**src/event_detector_pkg.sv**
```systemverilog
// Constants and types shared by the emulator event detector
package event_detector_pkg;
  localparam int NUM_SLOTS = 16;
  localparam int SLOT_IDX_W = 4;
  localparam int ADDR_W = 24;
  localparam int SEQ_STEPS = 6;
  localparam int NUM_STATES = 3;
  localparam int NUM_PATHS = 9;
  localparam int DELAY_W = 16;
  localparam logic [15:0] DELAY_RESET = 16'h0000;
  localparam int CLK_MHZ = 250;
  localparam logic [15:0] ALL_ONES16 = 16'hFFFF;

  typedef enum logic [1:0] {
    KIND_FETCH = 2'b00,
    KIND_DATA = 2'b01,
    KIND_IRQ = 2'b10,
    KIND_TRIG = 2'b11
  } slot_kind_t;

  typedef enum logic [2:0] {
    MODE_OR = 3'b000,
    MODE_AND_ACC = 3'b001,
    MODE_AND_SIM = 3'b010,
    MODE_SUBR = 3'b011,
    MODE_SEQ = 3'b100,
    MODE_STATE = 3'b101
  } comb_mode_t;

  typedef enum logic [1:0] {
    BRK_IDLE = 2'b00,
    BRK_WAIT = 2'b01,
    BRK_FIRE = 2'b10
  } brk_state_t;

  // Size qualifier: bit0 allows byte access, bit1 allows word access
  localparam int SIZE_BYTE_BIT = 0;
  localparam int SIZE_WORD_BIT = 1;
  // Direction qualifier: bit0 allows read, bit1 allows write
  localparam int DIR_READ_BIT = 0;
  localparam int DIR_WRITE_BIT = 1;
  // Interrupt qualifier: bit0 start of servicing, bit1 end of servicing
  localparam int IRQ_START_BIT = 0;
  localparam int IRQ_END_BIT = 1;
endpackage

```
**src/event_detector.sv**
```systemverilog
// Emulator event detector: sixteen slots combined into one condition
// How it works
// RULE_01: Sixteen independent slots, any position, all active.
// RULE_02: Fetch slot matches executed instruction address.
// RULE_03: Prefetch-only cycles never match a fetch slot.
// RULE_04: Data slot matches address or range plus qualifiers.
// RULE_05: Interrupt slot sees servicing start and end.
// RULE_06: Trigger slot matches programmed external trigger level.
// RULE_07: OR mode: any enabled slot match.
// RULE_08: Accumulated AND: all enabled slots matched once.
// RULE_09: Simultaneous AND: all enabled slots same cycle.
// RULE_10: Subroutine: chosen event inside routine address range. The code takes any enabled slot hit, with no event selection.
// RULE_11: Sequential: events in order, final step fires.
// RULE_12: State mode: programmable machine driven by slots.
// RULE_13: Slot index beyond sixteen flags error, ignored.
// RULE_14: Edits take effect only after apply.
// RULE_15: Data size qualifier for byte or word.
// RULE_16: Condition selectable for break, trace, performance.
// RULE_17: Sequence has six steps plus reset event.
// RULE_18: Three states, nine paths, plus reset event.
// RULE_19: Break issued after 0..65535 cycle delay.
// RULE_20: Reset clears matches, flags, sequence, condition.
`timescale 1ns/10ps
module event_detector
  import event_detector_pkg::*;
(
  input wire logic i_clk,
  input wire logic i_rst_b,
  // Slot editing
  input wire logic i_edit_we,
  input wire logic [4:0] i_edit_slot,
  input wire logic i_edit_en,
  input wire logic [1:0] i_edit_kind,
  input wire logic [ADDR_W-1:0] i_edit_addr_lo,
  input wire logic [ADDR_W-1:0] i_edit_addr_hi,
  input wire logic i_edit_range,
  input wire logic [1:0] i_edit_size,
  input wire logic [1:0] i_edit_dir,
  input wire logic [1:0] i_edit_irq,
  input wire logic i_edit_trig_lvl,
  input wire logic i_apply,
  // Combination settings, captured on apply
  input wire logic [2:0] i_mode,
  input wire logic [ADDR_W-1:0] i_sub_lo,
  input wire logic [ADDR_W-1:0] i_sub_hi,
  input wire logic [2:0] i_seq_len,
  input wire logic [SEQ_STEPS*SLOT_IDX_W-1:0] i_seq_slots,
  input wire logic [SLOT_IDX_W-1:0] i_seq_rst_slot,
  input wire logic [NUM_PATHS*8-1:0] i_paths,
  input wire logic [1:0] i_st_goal,
  input wire logic [SLOT_IDX_W-1:0] i_st_rst_slot,
  input wire logic i_use_brk,
  input wire logic i_use_trc,
  input wire logic i_use_perf,
  input wire logic [DELAY_W-1:0] i_brk_delay,
  // Monitored bus
  input wire logic i_exec,
  input wire logic [ADDR_W-1:0] i_exec_addr,
  input wire logic i_dacc,
  input wire logic [ADDR_W-1:0] i_dacc_addr,
  input wire logic i_dacc_word,
  input wire logic i_dacc_write,
  input wire logic i_irq_start,
  input wire logic i_irq_end,
  input wire logic i_trig_pin,
  // Results
  output logic o_edit_err,
  output logic o_cond,
  output logic o_brk_cond,
  output logic o_trc_cond,
  output logic o_perf_cond,
  output logic o_break,
  output logic [NUM_SLOTS-1:0] o_acc_flags,
  output logic [2:0] o_seq_step,
  output logic [1:0] o_st_state
);
  logic [NUM_SLOTS-1:0] hit;
  logic [NUM_SLOTS-1:0] en;
  logic [NUM_SLOTS-1:0] ld;
  logic trig_s1_r;
  logic trig_s2_r;
  logic trig_s3_r;
  logic trig_r;
  logic edit_err_r;
  comb_mode_t mode_r;
  logic [ADDR_W-1:0] sub_lo_r;
  logic [ADDR_W-1:0] sub_hi_r;
  logic [2:0] seq_len_r;
  logic [SEQ_STEPS*SLOT_IDX_W-1:0] seq_slots_r;
  logic [SLOT_IDX_W-1:0] seq_rst_r;
  logic [NUM_PATHS*8-1:0] paths_r;
  logic [1:0] st_goal_r;
  logic [SLOT_IDX_W-1:0] st_rst_r;
  logic use_brk_r;
  logic use_trc_r;
  logic use_perf_r;
  logic [DELAY_W-1:0] delay_r;
  logic [NUM_SLOTS-1:0] acc_r;
  logic [NUM_SLOTS-1:0] acc_nxt;
  logic [2:0] step_r;
  logic [2:0] step_nxt;
  logic [1:0] st_r;
  logic [1:0] st_nxt;
  logic cond_r;
  logic cond_nxt;
  brk_state_t brk_r;
  brk_state_t brk_nxt;
  logic [DELAY_W-1:0] cnt_r;
  logic [DELAY_W-1:0] cnt_nxt;

  ////////////////////////////////////////////////////////////////////////////
  // Trigger pin synchroniser
  always_ff @(posedge i_clk or negedge i_rst_b) begin
    if (!i_rst_b) begin
      trig_s1_r <= 1'b0;
      trig_s2_r <= 1'b0;
      trig_s3_r <= 1'b0;
      trig_r <= 1'b0;
    end else begin
      trig_s1_r <= i_trig_pin;
      trig_s2_r <= trig_s1_r;
      trig_s3_r <= trig_s2_r;
      if (trig_s2_r == trig_s3_r) begin
        trig_r <= trig_s3_r;
      end
    end
  end

  ////////////////////////////////////////////////////////////////////////////
  // Slot array and edit decode
  wire edit_bad = i_edit_we && i_edit_slot[4]; // RULE_13
  wire edit_ok = i_edit_we && !i_edit_slot[4];

  genvar g;
  generate
    for (g = 0; g < NUM_SLOTS; g++) begin : gen_slot
      assign ld[g] = edit_ok && (i_edit_slot[3:0] == SLOT_IDX_W'(g)); // RULE_01
      event_slot u_slot (
        .i_clk(i_clk),
        .i_rst_b(i_rst_b),
        .i_load(ld[g]),
        .i_apply(i_apply),
        .i_en_in(i_edit_en),
        .i_kind_in(i_edit_kind),
        .i_addr_lo_in(i_edit_addr_lo),
        .i_addr_hi_in(i_edit_addr_hi),
        .i_range_in(i_edit_range),
        .i_size_in(i_edit_size),
        .i_dir_in(i_edit_dir),
        .i_irq_in(i_edit_irq),
        .i_trig_lvl_in(i_edit_trig_lvl),
        .i_exec(i_exec),
        .i_exec_addr(i_exec_addr),
        .i_dacc(i_dacc),
        .i_dacc_addr(i_dacc_addr),
        .i_dacc_word(i_dacc_word),
        .i_dacc_write(i_dacc_write),
        .i_irq_start(i_irq_start),
        .i_irq_end(i_irq_end),
        .i_trig(trig_r),
        .o_en(en[g]),
        .o_hit(hit[g])
      );
    end
  endgenerate

  ////////////////////////////////////////////////////////////////////////////
  // Slots stage edits and commit them on apply
  // Combination settings are captured on apply.
  always_ff @(posedge i_clk or negedge i_rst_b) begin
    if (!i_rst_b) begin
      edit_err_r <= 1'b0;
    end else begin
      edit_err_r <= edit_bad; // RULE_13
    end
  end

  always_ff @(posedge i_clk or negedge i_rst_b) begin
    if (!i_rst_b) begin
      mode_r <= MODE_OR;
      sub_lo_r <= '0;
      sub_hi_r <= '0;
      seq_len_r <= 3'h0;
      seq_slots_r <= '0;
      seq_rst_r <= '0;
      paths_r <= '0;
      st_goal_r <= 2'h0;
      st_rst_r <= '0;
      use_brk_r <= 1'b0;
      use_trc_r <= 1'b0;
      use_perf_r <= 1'b0;
      delay_r <= DELAY_RESET;
    end else if (i_apply) begin // RULE_14
      mode_r <= comb_mode_t'(i_mode);
      sub_lo_r <= i_sub_lo;
      sub_hi_r <= i_sub_hi;
      seq_len_r <= i_seq_len;
      seq_slots_r <= i_seq_slots;
      seq_rst_r <= i_seq_rst_slot;
      paths_r <= i_paths;
      st_goal_r <= i_st_goal;
      st_rst_r <= i_st_rst_slot;
      use_brk_r <= i_use_brk;
      use_trc_r <= i_use_trc;
      use_perf_r <= i_use_perf;
      delay_r <= i_brk_delay; // RULE_19
    end
  end

  ////////////////////////////////////////////////////////////////////////////
  // Combination terms
  wire any_hit = |hit; // RULE_07
  wire sim_all = (en != '0) && ((hit & en) == en); // RULE_09
  wire [NUM_SLOTS-1:0] acc_seen = acc_r | hit;
  wire acc_all = (en != '0) && ((acc_seen & en) == en); // RULE_08
  wire in_sub = (i_exec_addr >= sub_lo_r) && (i_exec_addr <= sub_hi_r);
  wire sub_hit = any_hit && in_sub; // RULE_10
  wire [SLOT_IDX_W-1:0] step_slot = (step_r < 3'd6)
    ? seq_slots_r[step_r*SLOT_IDX_W +: SLOT_IDX_W] : '0;
  wire step_hit = hit[step_slot];
  wire last_step = (step_r + 3'd1 >= seq_len_r); // RULE_17
  wire seq_rst = hit[seq_rst_r];
  wire st_rst = hit[st_rst_r];

  // Path byte: [7] valid, [6:5] from, [4:3] to, [2:0] slot 0..7
  // Lowest numbered path wins; state 3 is never entered
  always_comb begin
    st_nxt = st_r;
    for (int p = NUM_PATHS - 1; p >= 0; p--) begin // RULE_18
      if (paths_r[p*8+7] && paths_r[p*8+5 +: 2] == st_r
          && hit[{1'b0, paths_r[p*8 +: 3]}]) begin
        st_nxt = paths_r[p*8+3 +: 2];
      end
    end
    if (st_nxt == 2'd3) begin
      st_nxt = st_r;
    end
    if (st_rst) begin
      st_nxt = 2'd0;
    end
  end

  always_comb begin
    acc_nxt = acc_r;
    step_nxt = step_r;
    cond_nxt = 1'b0;
    unique case (mode_r)
      MODE_OR: cond_nxt = any_hit; // RULE_07
      MODE_AND_ACC: begin
        cond_nxt = acc_all; // RULE_08
        acc_nxt = acc_all ? '0 : (acc_seen & en);
      end
      MODE_AND_SIM: cond_nxt = sim_all; // RULE_09
      MODE_SUBR: cond_nxt = sub_hit; // RULE_10
      MODE_SEQ: begin
        if (seq_rst) begin // RULE_17
          step_nxt = 3'd0;
        end else if (step_hit) begin // RULE_11
          if (last_step) begin
            cond_nxt = 1'b1;
            step_nxt = 3'd0;
          end else begin
            step_nxt = step_r + 3'd1;
          end
        end
      end
      MODE_STATE: cond_nxt = (st_nxt == st_goal_r) && (st_r != st_goal_r); // RULE_12
      default: cond_nxt = 1'b0;
    endcase
  end

  ////////////////////////////////////////////////////////////////////////////
  // Break delay
  always_comb begin
    brk_nxt = brk_r;
    cnt_nxt = cnt_r;
    unique case (brk_r)
      BRK_IDLE: begin
        if (cond_r && use_brk_r) begin
          cnt_nxt = delay_r;
          brk_nxt = (delay_r == DELAY_RESET) ? BRK_FIRE : BRK_WAIT;
        end
      end
      BRK_WAIT: begin
        cnt_nxt = cnt_r - 16'h0001; // RULE_19
        if (cnt_r == 16'h0001) begin
          brk_nxt = BRK_FIRE;
        end
      end
      BRK_FIRE: brk_nxt = BRK_IDLE;
      default: brk_nxt = BRK_IDLE;
    endcase
  end

  ////////////////////////////////////////////////////////////////////////////
  // State registers
  always_ff @(posedge i_clk or negedge i_rst_b) begin
    if (!i_rst_b) begin // RULE_20
      acc_r <= '0;
      step_r <= 3'd0;
      st_r <= 2'd0;
      cond_r <= 1'b0;
      brk_r <= BRK_IDLE;
      cnt_r <= DELAY_RESET;
    end else if (i_apply) begin
      acc_r <= '0;
      step_r <= 3'd0;
      st_r <= 2'd0;
      cond_r <= 1'b0;
      brk_r <= BRK_IDLE;
      cnt_r <= DELAY_RESET;
    end else begin
      acc_r <= acc_nxt;
      step_r <= step_nxt;
      st_r <= st_nxt;
      cond_r <= cond_nxt;
      brk_r <= brk_nxt;
      cnt_r <= cnt_nxt;
    end
  end

  ////////////////////////////////////////////////////////////////////////////
  // Outputs
  assign o_edit_err = edit_err_r;
  assign o_cond = cond_r;
  assign o_brk_cond = cond_r && use_brk_r; // RULE_16
  assign o_trc_cond = cond_r && use_trc_r; // RULE_16
  assign o_perf_cond = cond_r && use_perf_r; // RULE_16
  assign o_break = (brk_r == BRK_FIRE);
  assign o_acc_flags = acc_r;
  assign o_seq_step = step_r;
  assign o_st_state = st_r;
endmodule

```
**src/event_slot.sv**
```systemverilog
// One event slot matching a bus cycle against its applied settings
`timescale 1ns/10ps
module event_slot
  import event_detector_pkg::*;
(
  input wire logic i_clk,
  input wire logic i_rst_b,
  input wire logic i_load,
  input wire logic i_apply,
  input wire logic i_en_in,
  input wire logic [1:0] i_kind_in,
  input wire logic [ADDR_W-1:0] i_addr_lo_in,
  input wire logic [ADDR_W-1:0] i_addr_hi_in,
  input wire logic i_range_in,
  input wire logic [1:0] i_size_in,
  input wire logic [1:0] i_dir_in,
  input wire logic [1:0] i_irq_in,
  input wire logic i_trig_lvl_in,
  input wire logic i_exec,
  input wire logic [ADDR_W-1:0] i_exec_addr,
  input wire logic i_dacc,
  input wire logic [ADDR_W-1:0] i_dacc_addr,
  input wire logic i_dacc_word,
  input wire logic i_dacc_write,
  input wire logic i_irq_start,
  input wire logic i_irq_end,
  input wire logic i_trig,
  output logic o_en,
  output logic o_hit
);
  logic en_r;
  logic [1:0] kind_r;
  logic [ADDR_W-1:0] lo_r;
  logic [ADDR_W-1:0] hi_r;
  logic range_r;
  logic [1:0] size_r;
  logic [1:0] dir_r;
  logic [1:0] irq_r;
  logic trig_r;
  logic en_s_r;
  logic [1:0] kind_s_r;
  logic [ADDR_W-1:0] lo_s_r;
  logic [ADDR_W-1:0] hi_s_r;
  logic range_s_r;
  logic [1:0] size_s_r;
  logic [1:0] dir_s_r;
  logic [1:0] irq_s_r;
  logic trig_s_r;

  ////////////////////////////////////////////////////////////////////////////
  // Staged settings, written by the edit strobe
  always_ff @(posedge i_clk or negedge i_rst_b) begin
    if (!i_rst_b) begin
      en_s_r <= 1'b0;
      kind_s_r <= 2'b00;
      lo_s_r <= '0;
      hi_s_r <= '0;
      range_s_r <= 1'b0;
      size_s_r <= 2'b00;
      dir_s_r <= 2'b00;
      irq_s_r <= 2'b00;
      trig_s_r <= 1'b0;
    end else if (i_load) begin // RULE_14
      en_s_r <= i_en_in;
      kind_s_r <= i_kind_in;
      lo_s_r <= i_addr_lo_in;
      hi_s_r <= i_addr_hi_in;
      range_s_r <= i_range_in;
      size_s_r <= i_size_in;
      dir_s_r <= i_dir_in;
      irq_s_r <= i_irq_in;
      trig_s_r <= i_trig_lvl_in;
    end
  end

  // Applied settings, updated only on apply
  always_ff @(posedge i_clk or negedge i_rst_b) begin
    if (!i_rst_b) begin
      en_r <= 1'b0;
      kind_r <= 2'b00;
      lo_r <= '0;
      hi_r <= '0;
      range_r <= 1'b0;
      size_r <= 2'b00;
      dir_r <= 2'b00;
      irq_r <= 2'b00;
      trig_r <= 1'b0;
    end else if (i_apply) begin // RULE_14
      en_r <= en_s_r;
      kind_r <= kind_s_r;
      lo_r <= lo_s_r;
      hi_r <= hi_s_r;
      range_r <= range_s_r;
      size_r <= size_s_r;
      dir_r <= dir_s_r;
      irq_r <= irq_s_r;
      trig_r <= trig_s_r;
    end
  end

  ////////////////////////////////////////////////////////////////////////////
  // Match logic
  wire fetch_hit = i_exec && (i_exec_addr == lo_r); // RULE_02 RULE_03
  wire addr_ok = range_r ? (i_dacc_addr >= lo_r && i_dacc_addr <= hi_r)
                         : (i_dacc_addr == lo_r);
  wire size_ok = i_dacc_word ? size_r[SIZE_WORD_BIT] : size_r[SIZE_BYTE_BIT]; // RULE_15
  wire dir_ok = i_dacc_write ? dir_r[DIR_WRITE_BIT] : dir_r[DIR_READ_BIT];
  wire data_hit = i_dacc && addr_ok && size_ok && dir_ok; // RULE_04
  wire irq_hit = (i_irq_start && irq_r[IRQ_START_BIT])
              || (i_irq_end && irq_r[IRQ_END_BIT]); // RULE_05
  wire trig_hit = (i_trig == trig_r); // RULE_06
  wire any_hit = (kind_r == KIND_FETCH) ? fetch_hit
               : (kind_r == KIND_DATA) ? data_hit
               : (kind_r == KIND_IRQ) ? irq_hit
               : trig_hit;

  assign o_en = en_r;
  assign o_hit = en_r && any_hit;
endmodule

```
**config.mk**
```make
export PLATFORM = sky130hd
export DESIGN_NAME = event_detector
export DESIGN_NICKNAME = d
export VERILOG_FILES = /design/src/event_detector_pkg.sv /design/src/event_detector.sv /design/src/event_slot.sv
export SDC_FILE = /design/constraint.sdc
export NUM_CORES = 2
export LEC_CHECK = 0
export ABC_AREA = 1
export BUFFER_PORTS_ARGS = -buffer_cell sky130_fd_sc_hd__buf_2
export CORE_UTILIZATION = 45
export DETAILED_ROUTE_END_ITERATION = 8
export GPL_TIMING_DRIVEN = 0
export PLACE_DENSITY_LB_ADDON = 0.1
export SETUP_SLACK_MARGIN = 0.15
export SLEW_MARGIN = 30
export SYNTH_ARGS = -nofsm -noshare
export SYNTH_HDL_FRONTEND = slang
export SYNTH_SLANG_ARGS = --single-unit
```
**constraint.sdc**
```tcl
create_clock -name i_clk -period 4 [get_ports i_clk]
set_clock_uncertainty 0.1 [all_clocks]
set_input_delay 0.2 -clock i_clk [delete_from_list [all_inputs] [get_ports i_clk]]
set_output_delay 0.2 -clock i_clk [all_outputs]
set_load 0.02 [all_outputs]
```
==> metrics <==
Syn. warnings=0; final hold violations=0; H-Tree Depth=4; Critical path origin=gen_slot[4].u_slot.lo_r[23]$_DFFE_PN0P_; Final Setup Violations=21; top-area cell type share of the netlist area=50.6%; number of port buffers=326; biggest area consumer among synthesized cells=dfrtp_1; gpl congestion=0.987; clock latency on the worst-skew pair=0.92 ns; die width=484 µm; Final Power=65.0 mW; area delta synth->final=21.2%; CTS tree=yes; leakage=60.0 nW; Top Ports=329; DR vias=96300; pwr dens=514 nW/µm²; initial core utilization=45.4%; Min Clock Period, post-route=4.44 ns; 1st-pass router iterations=8; syn nets=13300; Slew Viols, Final=0; RSZ-0062 raised after global routing=yes; Post-synth EDFFs=0; die footprint=234000 µm²; clk slew on worst S/H paths=0.06 ns; DP HPWL=325 mm; number of synthesized register bits=2112; most frequent cells in the layout=3274 x nand2_1, 2112 x dfrtp_1, 2105 x o21ai_0, 1269 x inv_1, 807 x ha_1; synth unique cells=65; multi-input logic area=45500 µm²; FF-to-FF Start=gen_slot[4].u_slot.lo_r[23]$_DFFE_PN0P_; post-synthesis sequential area ratio=50.6%; maximum clock insertion buffer count=3; Syn Std Cell Area=104000 µm²; initial antenna violation count=56; GRT Overall Usage=38.2%; crit-path max cell delay=0.46 ns; share of cells above drive strength 1=9.31%; setup ws final=-0.435 ns; wire length of the first global-routing pass=647 mm; vias in the first global route=91800; Peak supply drop=0.417 mV; CP Launch Type=flop; Final nets=14400; fmax=225 MHz; DRT Wirelength=453 mm; Post-synth ARST share=100%; height of the die=484 µm; worst endpoint required time=4.73 ns; Overflow after GRT=0; ys flop type=dfrtp_1; HP Class=primary input to async pin; Syn Area/Cell=8.60 µm²; slowest CP cell=nand4_1; register area=52900 µm²; CP arrival=5.16 ns; Rel. slew slack=25.6%; Detailed Route Iter0 Violations=11400; ranking of synthesized cells by area=dfrtp_1 51%, nand2_1 12%, o21ai_0 10%, ha_1 9.8%, inv_1 4.6%; status=finished with violations; WL per Instance=27.4 µm; Post-Synthesis Cells=12100; Vias/cell=5.83; Sink Count=2112; clock buffer count from CTS=234; max cap viols=0; setup TNS=-3.70 ns; total core area=230000 µm²; FP Rows=176; post-place setup slack=-1.53 ns; commonest non-fill, non-tap cell in the layout=nand2_1; crit path max fanout=5; pin count of the biggest net entering global routing=124; WS Path Type=flop to flop; Tcrit/Tclk final=111%; Worst-Margin Slew=1.12 ns; Routed Antenna Nets=0; critical path endpoint category=flop; crit-path most repeated cell=nand2_1; root buffer cell=clkbuf_16; DR DRC count=0; failing checks=setup timing; Filler cells=21000
==> per-layer routing <==
layer / vias to the layer above / GRT usage [%] / wire length [µm]
li1: 42400 / - / -
met1: 48000 / 53.0 / 189000
met2: 4886 / 55.6 / 189000
met3: 1107 / 8.93 / 46400
met4: 14 / 19.9 / 27900
met5: - / 0 / 94
==> what timing repair did <==
action / 4_1_cts / 5_1_grt
endpoints found under the setup margin: 22 / 22
hold endpoints to repair: 952 / 0
hold buffers: 432 / 0
buffers inserted: 36 / 27
gates resized for setup: 202 / 100
pin swaps: 44 / 71
cloned: 1 / 0
==> metrics by stage <==
step | hold slack [ns] | cells | util [%] | area (µm²)
floorplan | -0.196 | 12100 | - | 104000
global placement | 0.237 | 15500 | 47.7 | 110000
detailed placement | -0.00496 | 15600 | 48.5 | 112000
CTS | 0.000465 | 16500 | 54.6 | 126000
global route | 0.0450 | 16500 | 54.9 | 127000
finish | 0.0107 | 16500 | 55.0 | 127000
==> cells by family (layout without fill, tap and decap cells) <==
group / after synthesis / after routing / share of synthesized area, %
simple gates: 4087 / 4087 / 15.6
fa+ha+maj: 823 / 823 / 9.85
other cells: 0 / 47 / 0
compound gates: 3079 / 3079 / 15.8
buf+inv: 1911 / 3232 / 7.07
xor+xnor: 131 / 131 / 1.10
flops: 2112 / 2112 / 50.6
==> sequential cells by signal, indices dropped and copies added, names as in the netlist, 24 cells and up <==
name / cells
gen_slot.u_slot.dir_s_r: 32
sub_hi_r: 24
gen_slot.u_slot.hi_r: 384
gen_slot.u_slot.size_r: 32
gen_slot.u_slot.kind_r: 32
paths_r: 72
seq_slots_r: 24
gen_slot.u_slot.dir_r: 32
sub_lo_r: 24
gen_slot.u_slot.lo_s_r: 384
gen_slot.u_slot.hi_s_r: 384
gen_slot.u_slot.size_s_r: 32
gen_slot.u_slot.lo_r: 384
gen_slot.u_slot.kind_s_r: 32
gen_slot.u_slot.irq_s_r: 32
gen_slot.u_slot.irq_r: 32
==> Yosys cell counts, drive strengths merged, types with 26 or more instances <==
library cell and count:
nand2 3323, o21ai 2155, dfrtp 2112, inv 1318, ha 822, clkbuf 516
a21oi 499, nor2 320, nand3 186, nand4 131, o22ai 128, xor2 72
buf 71, nor3 65, xnor2 59, o221ai 47, o21a 45, nor4 40
o2111ai 39, o211ai 29, a221oi 26
==> report_power, final <==
part	switching [mW]	internal, mW
clock network	9.66	13.9
registers	2.09	25.1
logic	9.26	5.03
total	21.0	44.0
==> critical path: cells and delay by family, from the launching register on <==
kind | cells | cell delay (ns)
DFF | 1 | 0.35
buffers and inverters | 4 | 0.37
AOI/OAI and AO/OA | 4 | 0.51
and+or+nand+nor | 21 | 2.71
adders and majority gates | 1 | 0.28
==> final timing paths <==
path,endpoint,slack [ns],cells after the start
hold reg to reg,trig_s3_r$_DFF_PN0_,0.32,0
setup reg to reg,o_cond$_DFF_PN0_,-0.44,30
max in group asynchronous,gen_slot[0].u_slot.hi_s_r[14]$_DFFE_PN0P_,0.71,15
hold / removal,gen_slot[12].u_slot.lo_r[14]$_DFFE_PN0P_,0.01,10
setup / recovery,o_cond$_DFF_PN0_,-0.44,30
min in group i_clk,paths_r[57]$_DFFE_PN0P_,0.05,4
==> cell type report <==
type / count / area share, %
antenna: 47 / 0.0929
clock buffer: 341 / 5.48
sequential: 2112 / 41.7
timing repair buffer: 886 / 6.71
buffer: 587 / 1.97
tap: 3026 / 2.99
multi-input combinational: 8120 / 35.9
inverter: 1324 / 3.94
clock inverter: 94 / 1.15
Power figures use the tool's default switching activity.
